<file path="src/hdl/icd_defs.svh">
// Purpose: Constants for the instruction cycle and operand decoder
// Assumes: 14-bit instruction words, four clock periods per cycle
// Notes: Field positions follow the three instruction formats
//
// Functional notes
// - Each instruction cycle spans four consecutive clock periods, phased internally.
// - Instructions without taken test or PC change finish in one cycle.
// - Taken test or PC change costs two cycles, second one a no-op.
// - Byte ops: d=0 writes accumulator, d=1 writes the file register.
// - Bit ops: bit field picks one bit of the 8-bit file register.
// - Don't-care instruction bits are ignored; tools should fill them with zero.
// - Classify every word as byte, bit, or literal-and-control; extract fields.
// - Instruction words are 14 bits: opcode plus operand fields.
// - File select addresses locations 0x00 through 0x7F.
// - Literal operand is eight or eleven bits depending on instruction.
`ifndef ICD_DEFS_SVH
`define ICD_DEFS_SVH

`define ICD_WORD_W 14
`define ICD_PHASES 4
`define ICD_FILE_W 7
`define ICD_FILE_MAX 7'h7F
`define ICD_BITSEL_W 3
`define ICD_LIT8_W 8
`define ICD_LIT11_W 11
`define ICD_GRP_HI 13
`define ICD_GRP_LO 12
`define ICD_GRP_BYTE 2'h0
`define ICD_GRP_BIT 2'h1
`define ICD_DEST_POS 7
`define ICD_BIT_LO 7
`define ICD_NOP_WORD 14'h0000

`endif

</file>
<file path="src/hdl/icd_pkg.sv">
// Purpose: Types for the instruction cycle and operand decoder
// Assumes: Included constants header
// Notes: Types only
package icd_pkg;
    typedef enum logic [2:0] {
        ICD_GRP_NONE = 3'h0,
        ICD_GRP_BYTE_OP = 3'h1,
        ICD_GRP_BIT_OP = 3'h2,
        ICD_GRP_LITCTL = 3'h4
    } icd_group_t;

    typedef enum logic [3:0] {
        ICD_Q1 = 4'h1,
        ICD_Q2 = 4'h2,
        ICD_Q3 = 4'h4,
        ICD_Q4 = 4'h8
    } icd_phase_t;
endpackage

</file>
<file path="src/hdl/icd_decoder.sv">
// Purpose: Decode operand fields and set instruction cycle timing
// Assumes: A new word is presented each cycle; skip and PC flags are
//   supplied by the execute stage alongside the word
// Notes: Operand outputs update at the end of each four-phase cycle; phase_out changes every clock, exec_strobe pulses one clock per accepted word
`timescale 1ns/1ps
`default_nettype none
`include "icd_defs.svh"
module icd_decoder #(
    parameter int WORD_W = `ICD_WORD_W,
    parameter int FILE_W = `ICD_FILE_W
) (
    // Clock and reset
    input wire logic clk,
    input wire logic rst,
    // Instruction in
    input wire logic [WORD_W-1:0] instr,
    input wire logic instr_valid,
    input wire logic test_true,
    input wire logic pc_change,
    input wire logic lit_long,
    // Decoded operands
    output icd_pkg::icd_group_t group,
    output logic [FILE_W-1:0] file_addr,
    output logic dest_file,
    output logic dest_acc,
    output logic [7:0] bit_mask,
    output logic [`ICD_LIT11_W-1:0] literal,
    // Timing
    output logic exec_strobe,
    output logic nop_cycle,
    output logic [3:0] phase_out,
    output logic busy
);
    // Parameters the logic cannot serve, refused at elaboration
    if (WORD_W != `ICD_WORD_W || FILE_W != `ICD_FILE_W) begin : g_bad_param
        $error("icd_decoder: word must be 14 bits, file 7 bits");
    end

    icd_pkg::icd_phase_t phase;
    logic cycle_end;
    logic in_nop;
    logic [2:0] bit_sel;
    logic [7:0] dec_mask;
    logic [1:0] grp_bits;
    icd_pkg::icd_group_t dec_group;
    logic [`ICD_LIT11_W-1:0] dec_lit;
    logic take_two;
    logic accept;

    icd_phase_gen u_phase (
        .clk(clk),
        .rst(rst),
        .phase(phase),
        .cycle_end(cycle_end)
    );

    // Group from the top two opcode bits
    assign grp_bits = instr[`ICD_GRP_HI:`ICD_GRP_LO];
    assign dec_group = (grp_bits == `ICD_GRP_BYTE) ?
        icd_pkg::ICD_GRP_BYTE_OP :
        (grp_bits == `ICD_GRP_BIT) ? icd_pkg::ICD_GRP_BIT_OP :
        icd_pkg::ICD_GRP_LITCTL;

    // Bit select lands above the 7-bit file field
    assign bit_sel = instr[`ICD_BIT_LO+2:`ICD_BIT_LO];

    // One mask bit per position of the 8-bit register
    genvar gi;
    generate
        for (gi = 0; gi < 8; gi++) begin : g_mask
            assign dec_mask[gi] = (bit_sel == 3'(gi));
        end
    endgenerate

    // Short literal zero-extended; don't-care bits never reach it
    assign dec_lit = lit_long ? instr[`ICD_LIT11_W-1:0] :
        {3'h0, instr[`ICD_LIT8_W-1:0]};

    // Taken test or PC change buys a second, idle cycle
    assign take_two = test_true | pc_change;
    assign accept = cycle_end & instr_valid & ~in_nop;

    // NOP tracking for the second cycle
    always_ff @(posedge clk) begin
        if (rst) begin
            in_nop <= 1'b0;
        end else if (cycle_end) begin
            in_nop <= accept & take_two;
        end
    end

    // Registered operands, captured once per cycle; other groups
    // leave unused fields cleared; an empty slot clears group and dest only, keeping file, mask and literal
    always_ff @(posedge clk) begin
        if (rst) begin
            group <= icd_pkg::ICD_GRP_NONE;
            file_addr <= 7'h00;
            dest_file <= 1'b0;
            dest_acc <= 1'b0;
            bit_mask <= 8'h00;
            literal <= 11'h000;
        end else if (accept) begin
            group <= dec_group;
            file_addr <= (dec_group == icd_pkg::ICD_GRP_LITCTL) ? 7'h00 :
                instr[FILE_W-1:0];
            dest_file <= (dec_group == icd_pkg::ICD_GRP_BYTE_OP) &
                instr[`ICD_DEST_POS];
            dest_acc <= (dec_group == icd_pkg::ICD_GRP_BYTE_OP) &
                ~instr[`ICD_DEST_POS];
            bit_mask <= (dec_group == icd_pkg::ICD_GRP_BIT_OP) ?
                dec_mask : 8'h00;
            literal <= (dec_group == icd_pkg::ICD_GRP_LITCTL) ?
                dec_lit : 11'h000;
        end else if (cycle_end) begin
            group <= icd_pkg::ICD_GRP_NONE;
            dest_file <= 1'b0;
            dest_acc <= 1'b0;
        end
    end

    // Timing outputs, all from flops
    always_ff @(posedge clk) begin
        if (rst) begin
            exec_strobe <= 1'b0;
            nop_cycle <= 1'b0;
            busy <= 1'b0;
            phase_out <= 4'h1;
        end else begin
            exec_strobe <= accept;
            nop_cycle <= cycle_end ? (accept & take_two) : nop_cycle;
            busy <= cycle_end ? (accept & take_two) : busy;
            phase_out <= (cycle_end) ? 4'h1 : {phase_out[2:0], 1'b0};
        end
    end

    a_nop_after_skip: assert property (@(posedge clk) disable iff (rst)
        accept && take_two |=> nop_cycle [*4])
        else $error("taken skip did not give a NOP cycle");

    a_single_cycle: assert property (@(posedge clk) disable iff (rst)
        accept && !take_two |=> !nop_cycle ##3 !in_nop)
        else $error("plain instruction took more than one cycle");

    a_nop_no_exec: assert property (@(posedge clk) disable iff (rst)
        nop_cycle && cycle_end |-> !accept)
        else $error("instruction accepted during NOP cycle");

    a_dest_select: assert property (@(posedge clk) disable iff (rst)
        accept && dec_group == icd_pkg::ICD_GRP_BYTE_OP |=>
        dest_file == $past(instr[`ICD_DEST_POS]) && dest_acc != dest_file)
        else $error("destination select wrong");

    a_bit_onehot: assert property (@(posedge clk) disable iff (rst)
        accept && dec_group == icd_pkg::ICD_GRP_BIT_OP |=>
        $onehot(bit_mask) && bit_mask[$past(bit_sel)])
        else $error("bit mask does not match bit select");

    a_lit_short: assert property (@(posedge clk) disable iff (rst)
        accept && dec_group == icd_pkg::ICD_GRP_LITCTL && !lit_long |=>
        literal[10:8] == 3'h0)
        else $error("short literal carries upper bits");

    a_file_range: assert property (@(posedge clk) disable iff (rst)
        accept && dec_group != icd_pkg::ICD_GRP_LITCTL |=>
        file_addr == $past(instr[6:0]))
        else $error("file address not taken from field");

    a_strobe_spacing: assert property (@(posedge clk) disable iff (rst)
        exec_strobe |=> !exec_strobe [*3])
        else $error("two executes inside one cycle");

    a_group_class: assert property (@(posedge clk) disable iff (rst)
        exec_strobe |-> $onehot(group))
        else $error("instruction left unclassified");

    // Busy is a plain mirror of the NOP flag
    a_busy_mirror: assert property (@(posedge clk) disable iff (rst)
        busy == nop_cycle)
        else $error("busy and nop flag disagree");

    // Visible phase must follow the sequencer, not drift on its own
    a_phase_track: assert property (@(posedge clk) disable iff (rst)
        phase_out == phase)
        else $error("phase output out of step");

    // Long literal takes all eleven low bits
    a_lit_long: assert property (@(posedge clk) disable iff (rst)
        accept && dec_group == icd_pkg::ICD_GRP_LITCTL && lit_long |=>
        literal == $past(instr[10:0]))
        else $error("long literal not taken whole");

    // The idle cycle lasts one cycle only
    a_nop_ends: assert property (@(posedge clk) disable iff (rst)
        nop_cycle && cycle_end |=> !nop_cycle)
        else $error("nop cycle ran past one cycle");

    // An empty slot leaves no stale class behind
    a_idle_clear: assert property (@(posedge clk) disable iff (rst)
        cycle_end && !accept |=> group == icd_pkg::ICD_GRP_NONE &&
        !exec_strobe)
        else $error("empty slot kept a class");

    // Cycle end comes back after exactly four clocks
    a_cycle_four: assert property (@(posedge clk) disable iff (rst)
        cycle_end |=> !cycle_end [*3] ##1 cycle_end)
        else $error("cycle not four clocks long");
endmodule
`default_nettype wire

</file>
<file path="src/hdl/icd_phase_gen.sv">
// Purpose: Four-phase sequencer forming one instruction cycle
// Assumes: Synchronous active-high reset
// Notes: One-hot phase, cycle end flagged in the last phase
`timescale 1ns/1ps
`default_nettype none
module icd_phase_gen (
    // Clock and reset
    input wire logic clk,
    input wire logic rst,
    // Phase state
    output icd_pkg::icd_phase_t phase,
    output logic cycle_end
);
    icd_pkg::icd_phase_t next_phase;

    // Rotate through the four phases
    always_comb begin
        case (phase)
            icd_pkg::ICD_Q1: next_phase = icd_pkg::ICD_Q2;
            icd_pkg::ICD_Q2: next_phase = icd_pkg::ICD_Q3;
            icd_pkg::ICD_Q3: next_phase = icd_pkg::ICD_Q4;
            icd_pkg::ICD_Q4: next_phase = icd_pkg::ICD_Q1;
            default: next_phase = icd_pkg::ICD_Q1;
        endcase
    end

    assign cycle_end = (phase == icd_pkg::ICD_Q4);

    // Phase register
    always_ff @(posedge clk) begin
        if (rst) begin
            phase <= icd_pkg::ICD_Q1;
        end else begin
            phase <= next_phase;
        end
    end

    // Every cycle returns to Q1 after exactly four clocks
    a_phase_wrap: assert property (@(posedge clk) disable iff (rst)
        phase == icd_pkg::ICD_Q1 |-> ##4 phase == icd_pkg::ICD_Q1)
        else $error("phase did not wrap in four clocks");
endmodule
`default_nettype wire

</file>
<file path="config.mk">
export PLATFORM = sky130hd
export DESIGN_NAME = icd_decoder
export DESIGN_NICKNAME = d
export VERILOG_FILES = /design/src/hdl/icd_pkg.sv /design/src/hdl/icd_decoder.sv /design/src/hdl/icd_phase_gen.sv
export VERILOG_INCLUDE_DIRS = /design/src /design/src/hdl
export SDC_FILE = /design/constraint.sdc
export NUM_CORES = 1
export LEC_CHECK = 0
export ABC_AREA = 1
export BUFFER_PORTS_ARGS = -buffer_cell sky130_fd_sc_hd__buf_2
export CELL_PAD_IN_SITES_DETAIL_PLACEMENT = 0
export CELL_PAD_IN_SITES_GLOBAL_PLACEMENT = 1
export CORE_ASPECT_RATIO = 0.8
export CORE_UTILIZATION = 34
export CTS_CLUSTER_SIZE = 16
export DETAILED_ROUTE_END_ITERATION = 12
export PLACE_DENSITY = 0.87
export SLEW_MARGIN = 20
export SYNTH_ARGS = -nofsm -noshare
export SYNTH_HDL_FRONTEND = slang
export SYNTH_SLANG_ARGS = --single-unit
</file>
<file path="constraint.sdc">
create_clock -name clk -period 1.4 [get_ports clk]
set_clock_uncertainty 0.2 [all_clocks]
set_input_delay 0.21 -clock clk [delete_from_list [all_inputs] [get_ports clk]]
set_output_delay 0.21 -clock clk [all_outputs]
set_load 0.01 [all_outputs]
</file>
# == Word level (Yosys, flattened, before mapping) ==
# Cells that the tools add are included.
# op_classes
muxes,13
n_eq_ne,15
bitwise_logic,8
n_reduce_logical,4
# op_table
op,n
11-bit two-way mux,2
3-bit equality test (second input constant),5
3-bit two-way mux,4
4-bit case mux with 3 select lines,1
3-bit by 2-bit equality test with 1-bit output (second input constant),3
8-bit two-way mux,1
7-bit two-way mux,1
3-bit by 1-bit equality test with 1-bit output (second input constant),2
1-bit AND,5
4-bit by 1-bit equality test with 1-bit output (second input constant),1
4-bit by 2-bit equality test with 1-bit output (second input constant),1
4-bit by 3-bit equality test with 1-bit output (second input constant),1
4-bit equality test (second input constant),1
1-bit two-way mux,4
3-bit logical NOT,1
2-bit by 1-bit equality test with 1-bit output (second input constant),1
2-bit logical NOT,1
1-bit NOT,2
2-bit nonzero test,1
2-bit OR reduction,1
1-bit bitwise OR,1
# totals
in_bits,20
ff_bits,41

# == Depth between registers and ports, before layout ==
# Gate-level depths: netlist (run 1).
# logic_depth
word_depth,6
mapped_depth,7

# == Cells and area by module ==
# From an unflattened synthesis (run 1), not the netlist that was laid out.
# hier_totals
hier_cells,197
area_unflattened_um2,1510.2
# by_module_without_submodules
mod,cells_each,area_each_um2,instances
icd_decoder,176,1363.8,1
icd_phase_gen,21,146.4,1

# == Worst setup path after synthesis (run 1) ==
# Ideal clock, no wire load.
# synth_path
kind,register to register
start,"register, netlist name busy"
end,register bit_mask[5]
setup_time_ps,132
stages_incl_launch_ff,6
required_ps,1068
slack_ps,83
period_less_slack_ps,1317
t_arrival_ps,985
path_cell_list,dfxtp_1 -> nor2_2 -> nand3_2 -> buf_2 -> nand2_1 -> a21oi_1
# synth_rtl
element,line_no,rtl
"end signal, assigned",icd_decoder.sv:110,bit_mask <= (dec_group == icd_pkg::ICD_GRP_BIT_OP) ?
"end, declared",icd_decoder.sv:26,"output logic [7:0] bit_mask,"

# == Worst setup path after layout (run 1) ==
# layout_path
start,register u_phase.phase[3]
end,register bit_mask[5]
# layout_between
elab_chain_len,3
# layout_lines
element,line_no,rtl
"start, declared",icd_phase_gen.sv:11,"output icd_pkg::icd_phase_t phase,"
"start signal, assigned",icd_phase_gen.sv:32,phase <= icd_pkg::ICD_Q1;
"start signal, assigned",icd_phase_gen.sv:34,phase <= next_phase;
4-bit equality test,icd_phase_gen.sv:27,assign cycle_end = (phase == icd_pkg::ICD_Q4);
1-bit AND (2 in series),icd_decoder.sv:81,assign accept = cycle_end & instr_valid & ~in_nop;
# Every way passes these cells.
# A chain may end at the register's enable or synchronous reset.

==> flow_metrics.env, run 1 <==
export IMPL_die_area_mm2=0.00519
export IMPL_leakagePower_nw=1.13
export IMPL_max_freq_mhz=753
export IMPL_slew_violations=0
export IMPL_cp_end_kind="register"
export IMPL_min_path_type="input port to register"
export IMPL_p_total_mw=2.39
export IMPL_cts_setup_buffers=0
export IMPL_holdPathStages=3
export IMPL_required_ns=1.44
export IMPL_yosysTopAreaCellShare=0.492
export IMPL_vias_per_cell=4.51
export IMPL_routed_wl_um=3990
export IMPL_grt_usage=0.168
export IMPL_slew_headroom=0.844
export IMPL_n_antenna_cell=0
export IMPL_grt_pass1_vias=1559
export IMPL_ys_warn_count=0
export IMPL_area_growth_synth_to_final_pct=39.8
export IMPL_start_kind="register"
export IMPL_grt_pass1_wl_um=6730
export IMPL_worstSetupPathType="register to register"
export IMPL_clk_pin_slew_ns=0.08
export IMPL_ys_seq_elements=41
export IMPL_worst_ir_drop_vdd_mv=0.538
export IMPL_critPathArrivalTime_ns=1.37
export IMPL_ant_nets=0
export IMPL_antenna_found_initial=0
export IMPL_cts_root_buf="clkbuf_8"
export IMPL_synthDistinctLibCells=17
export IMPL_whs_ns=0.0506
export IMPL_cts_tree="done"
export IMPL_fp_dieW_um=80.3
export IMPL_setup_violations=0
export IMPL_most_common_layout_cells="57 x nand2_1, 56 x buf_2, 37 x dfxtp_1"
export IMPL_layout_commonest_cell="nand2_1"
export IMPL_die_h_um=64.6
export IMPL_ff2ff_path_depth=7
export IMPL_io_pin_count=58
export IMPL_clkLatencyLatePin_ns=0.30
export IMPL_netlist_area_mm2=0.00167
export IMPL_cts_sinks=41
export IMPL_outcome="finished clean"
export IMPL_port_buffers=56
export IMPL_synth_fp_nets=249
export IMPL_fill_cells=474
export IMPL_core_area_mm2=0.00465
export IMPL_dp_hpwl_um=2830
export IMPL_post_route_period_util=0.949
export IMPL_grt_max_degree=27
export IMPL_syn_inst=229
export IMPL_ctsHtreeMaxLevel=2
export IMPL_synth_top_cell_by_area="dfxtp_1"
export IMPL_num_vias=1640
export IMPL_avgSynthCellArea_um2=7.28
export IMPL_cap_viol_max_count=0
export IMPL_synth_area_leaders="dfxtp_1 49%, nand2_1 13%, nand3_1 9.6%"
export IMPL_remaining_drc_errors=0
export IMPL_firstDrtPassIters=4
export IMPL_cp_max_fo=9
export IMPL_row_count=22
export IMPL_grt_overflow=0
export IMPL_nets=323
export IMPL_cts_buffers_inserted=5
export IMPL_worst_pin_slew_ns=0.233
export IMPL_initial_utilization=0.359
export IMPL_wl_per_cell_um=11.0
export IMPL_rsz0062_at_grt="true"
export IMPL_powerDensity_mw_per_mm2=1030
export IMPL_place_gp_congestion=0.750
export IMPL_final_hold_violation_count=0
export IMPL_timing_final_crit_period_ns=1.33
export IMPL_ys_seq_area_frac=0.492
export IMPL_layout_drive_gt1_share=0.326
export IMPL_clk_path_buf_depth=2
export IMPL_drtIter0Drc=107
-- final timing paths --
kind,startpoint,endpoint,slack [ns]
max,u_phase.phase[3],bit_mask[5],0.07
max reg2reg,u_phase.phase[3],bit_mask[5],0.07
min,rst,phase_out[0],0.05
min reg2reg,phase_out[0],phase_out[1],0.23
-- registers in the layout (all words and copies together) (netlist names) --
name,cells
dest_acc,1
phase_out,4
dest_file,1
group,3
literal,11
file_addr,7
exec_strobe,1
bit_mask,8
busy,1
u_phase.phase,4
-- stage by stage --
stage          instance area [um^2]  worst slack, ns  setup TNS [ns]   util  instances
3_3_place_gp                   2080         -0.00892         -0.0464  0.446        346
4_1_cts                        2290          0.00705               0  0.493        364
3_5_place_dp                   2080          -0.0423          -0.273  0.446        346
6_report                       2330           0.0713               0  0.501        364
2_1_floorplan                  1670           0.0827               0      -        229
5_1_grt                        2330         -0.00958         -0.0433  0.501        364
-- critical path, stage by stage (launching register included) --
cell and delay (ns):
dfxtp_2 0.35, inv_2 0.05, nor2_4 0.11, nand2_4 0.07, nor2_4 0.18, buf_12 0.14
nand2_1 0.07, a21oi_2 0.11
-- per-layer routing --
layer  global-route usage  share of wire  wire [um]  vias to the layer above
li1                     -              -          -                      867
met1                0.209           0.48       1900                      729
met2                0.274           0.45       1780                       37
met3               0.0549          0.064        255                        7
met4               0.0536          0.013         52                        0
met5                    0              0          0                        -
-- cell usage after synthesis, drive strengths merged --
cell and number:
dfxtp 41, o21ai 9, nand3 33, inv 26
nand2 60, nor3 1, a21oi 20, nor2 28
buf 7, clkbuf 4
-- kinds of logic (layout without fill, tap and decap cells) --
family / count (synthesis) / in the layout / share of synthesized area
buf+inv: 37 / 112 / 0.0953
flops: 41 / 41 / 0.492
compound gates: 29 / 29 / 0.0870
simple gates: 122 / 122 / 0.326
-- where the power goes --
group,internal (mW),leakage (nW),total (mW),switching (mW)
sequential,1.19,0.333,1.22,0.0236
combinational,0.0921,0.738,0.227,0.135
clock,0.535,0.0554,0.951,0.416
-- timing repair --
action / CTS / global route
setup endpoints to repair: 18 / 26
pin swaps: 0 / 3
hold buffers: 10 / 0
resized for setup: 1 / 14
hold endpoints to repair: 9 / 0
-- layout make-up --
type                            count  area [um^2]  area share
Sequential cell                    41          828       0.355
Multi-Input combinational cell    151          724       0.311
Timing Repair Buffer               78          495       0.212
Inverter                           26         97.6      0.0418
Tap cell                           60         75.1      0.0322
Clock buffer                        6         72.6      0.0311
Clock inverter                      2         38.8      0.0166
Power figures use the tool's default switching activity.
==> inputs of run 2 (changes only) <==
--- a/config.mk
+++ b/config.mk
@@ -11,11 +11,12 @@
 export CELL_PAD_IN_SITES_DETAIL_PLACEMENT = 0
 export CELL_PAD_IN_SITES_GLOBAL_PLACEMENT = 1
 export CORE_ASPECT_RATIO = 0.8
-export CORE_UTILIZATION = 34
+export CORE_UTILIZATION = 33
 export CTS_CLUSTER_SIZE = 16
 export DETAILED_ROUTE_END_ITERATION = 12
-export PLACE_DENSITY = 0.87
+export PLACE_DENSITY = 0.86
 export SLEW_MARGIN = 20
 export SYNTH_ARGS = -nofsm -noshare
 export SYNTH_HDL_FRONTEND = slang
+export SYNTH_HIERARCHICAL = 1
 export SYNTH_SLANG_ARGS = --single-unit
==> run 2 against run 1 <==
- die area fell by 6.5%
- sequential power barely moved
- via count fell by 8.0%
- the run now ends with setup timing left
- core utilization rose by 2.5 points
- first-iteration DRC count fell by 47%
- register-to-register slack got worse by 0.16 ns
- combinational power fell by 22%
==> flow_metrics.env, run 2 <==
export IMPL_top_regs="literal x11, bit_mask x8, file_addr x7"
export IMPL_clk_path_buf_depth=2
export IMPL_netlist_area_mm2=0.00151
export IMPL_switching_share=0.228
export IMPL_drtIter0Drc=57
export IMPL_violations="setup timing"
export IMPL_row_count=21
export IMPL_fin_ws_ns=-0.0910
export IMPL_synthFlopType="dfxtp_1"
export IMPL_fp_dieW_um=77.6
export IMPL_worstSetupPathType="register to register"
export IMPL_cts_sinks=41
export IMPL_area_growth_synth_to_final_pct=49.3
export IMPL_powerDensity_mw_per_mm2=981
export IMPL_synth_top_cells_by_count="64 x nand2_1, 41 x dfxtp_1, 22 x nor2_1, 18 x a21oi_1, 14 x inv_1"
export IMPL_cap_viol_max_count=0
export IMPL_rsz0062_at_grt="true"
export IMPL_setup_violations=27
export IMPL_cp_end_kind="register"
export IMPL_yosysTopAreaCellShare=0.543
export IMPL_most_common_layout_cells="57 x nand2_1, 56 x buf_2, 40 x dfxtp_1"
export IMPL_synthDistinctLibCells=18
export IMPL_cts_root_buf="clkbuf_8"
export IMPL_port_buffers=56
export IMPL_p_seq_frac=0.541
export IMPL_grt_max_degree=18
export IMPL_dp_hpwl_um=2460
export IMPL_grt_pass1_wl_um=6110
export IMPL_remaining_drc_errors=0
export IMPL_yosysMostFrequentCell="nand2_1"
export IMPL_cts_tree="done"
export IMPL_synth_edff_count=0
export IMPL_worst_ir_drop_vdd_mv=0.460
export IMPL_avgSynthCellArea_um2=7.67
export IMPL_routed_wl_um=3690
export IMPL_synth_fp_nets=217
export IMPL_ys_seq_area_frac=0.543
export IMPL_rr_startpoint="u_phase/phase[1]"
export IMPL_n_antenna_cell=0
export IMPL_critPathArrivalTime_ns=1.52
export IMPL_required_ns=1.43
export IMPL_layout_commonest_cell="nand2_1"
export IMPL_ys_warn_count=6
export IMPL_worst_pin_slew_ns=0.294
export IMPL_grt_overflow=0
export IMPL_min_delay_start="instr[13]"
export IMPL_final_hold_violation_count=0
export IMPL_nets=296
export IMPL_grt_usage=0.159
export IMPL_multiInputGateArea_um2=692
export IMPL_fill_cells=435
export IMPL_timing_final_crit_period_ns=1.49
export IMPL_vias_per_cell=4.51
export IMPL_internal_power_mw=1.71
export IMPL_startpoint="u_phase/phase[1]"
export IMPL_antenna_found_initial=0
export IMPL_synth_area_leaders="dfxtp_1 54%, nand2_1 16%, a21oi_1 6.0%"
export IMPL_power_frac_comb=0.080
export IMPL_ys_seq_elements=41
export IMPL_async_flop_share=0
export IMPL_p_total_mw=2.21
export IMPL_initial_utilization=0.353
export IMPL_top_register="literal"
export IMPL_ff_latch_area_um2=822
export IMPL_final_core_util=0.526
export IMPL_ctsHtreeMaxLevel=2
export IMPL_cts_buffers_inserted=5
export IMPL_grt_pass1_vias=1353
export IMPL_ant_nets=0
export IMPL_largest_reg_flops=11
export IMPL_max_freq_mhz=671
export IMPL_synth_top_cell_by_area="dfxtp_1"
export IMPL_p_sw_uw=505
export IMPL_cp_max_fo=5
export IMPL_wl_per_cell_um=11.1
export IMPL_num_vias=1508
export IMPL_core_area_mm2=0.00428
export IMPL_die_area_mm2=0.00485
export IMPL_outcome="finished, violations left"
export IMPL_min_path_type="input port to register"
export IMPL_slew_headroom=0.804
export IMPL_io_pin_count=58
export IMPL_post_route_period_util=1.07
export IMPL_pwr_share_clk=0.379
export IMPL_die_h_um=62.5
export IMPL_start_kind="register"
export IMPL_firstDrtPassIters=4
export IMPL_syn_inst=197
export IMPL_clkLatencyLatePin_ns=0.28
export IMPL_slew_violations=0
export IMPL_clk_pin_slew_ns=0.08
export IMPL_layout_drive_gt1_share=0.379
export IMPL_leakagePower_nw=1.07
export IMPL_place_gp_congestion=0.727
[run 2: cell count changes after synthesis, moves of 6 or more]
cell | previous run | this run
nand3_1 | 32 | 12
o21ai_0 | 0 | 8
inv_2 | 6 | 0
nand2_1 | 58 | 64
o21ai_1 | 9 | 2
inv_1 | 20 | 14
[run 2: cell families (layout without fill, tap and decap cells)]
kind of cell | count (synthesis) | count (layout) | synth area share
buf+inv | 23 | 102 | 0.0737
simple gates | 104 | 105 | 0.286
compound gates | 29 | 29 | 0.0969
flops | 41 | 41 | 0.543
[run 2: final cells by class]
cell class / count / area share
well taps: 57 / 0.0316
inverters: 15 / 0.0255
clock inverters: 1 / 0.00222
clock buffers: 7 / 0.0427
flip-flops and latches: 41 / 0.365
repair buffers: 79 / 0.226
multi-input cells: 134 / 0.307
[run 2: what timing repair did]
action | CTS | global route
hold endpoints to repair | 16 | 0
resized for setup | 6 | 20
setup buffers | 1 | 0
hold buffers | 10 | 0
cloned | 1 | 0
setup endpoints to repair | 31 | 34
pin swaps | 0 | 3
[run 2: worst max-delay path, stage by stage, from the launching register on]
cell	delay (ns)
dfxtp_2	0.33
nor2_4	0.11
nand2_2	0.06
nor2_4	0.11
nand3_4	0.13
buf_12	0.17
nor2_8	0.13
nand2_1	0.08
a21oi_2	0.11
[run 2: power groups by stage]
| stage | Sequential (mW) | Combinational (mW) | Clock [mW] |
|---|---|---|---|
| floorplan | 1.22 | 0.0688 | 0 |
| global placement | 1.22 | 0.142 | 0 |
| detailed placement | 1.22 | 0.143 | 0 |
| CTS | 1.19 | 0.169 | 0.854 |
| global route | 1.20 | 0.199 | 0.919 |
| finish | 1.20 | 0.177 | 0.839 |
[run 2: final timing paths]
check                       to  slack, ns  depth (start not counted)
hold reg to reg   phase_out[3]       0.23                          2
hold / removal        group[0]       0.03                          4
setup / recovery   bit_mask[4]      -0.09                          8
setup reg to reg   bit_mask[4]      -0.09                          8
[run 2: per-layer routing]
layer	up-vias	track usage	wire, um
met5	-	0	0
met4	0	0.0637	40
met1	687	0.198	1740
li1	778	-	-
met3	5	0.0555	223
met2	38	0.251	1690
[run 2: through the flow]
stage	area, um^2	TNS (ns)	cells	hold slack [ns]	worst slack, ns
floorplan	1530	-0.0527	197	0.0750	-0.0102
global placement	1940	-2.08	315	0.212	-0.106
detailed placement	1940	-2.50	315	0.214	-0.145
CTS	2180	-1.79	334	0.0528	-0.102
global route	2250	-3.21	334	0.0452	-0.165
finish	2250	-1.18	334	0.0304	-0.0910
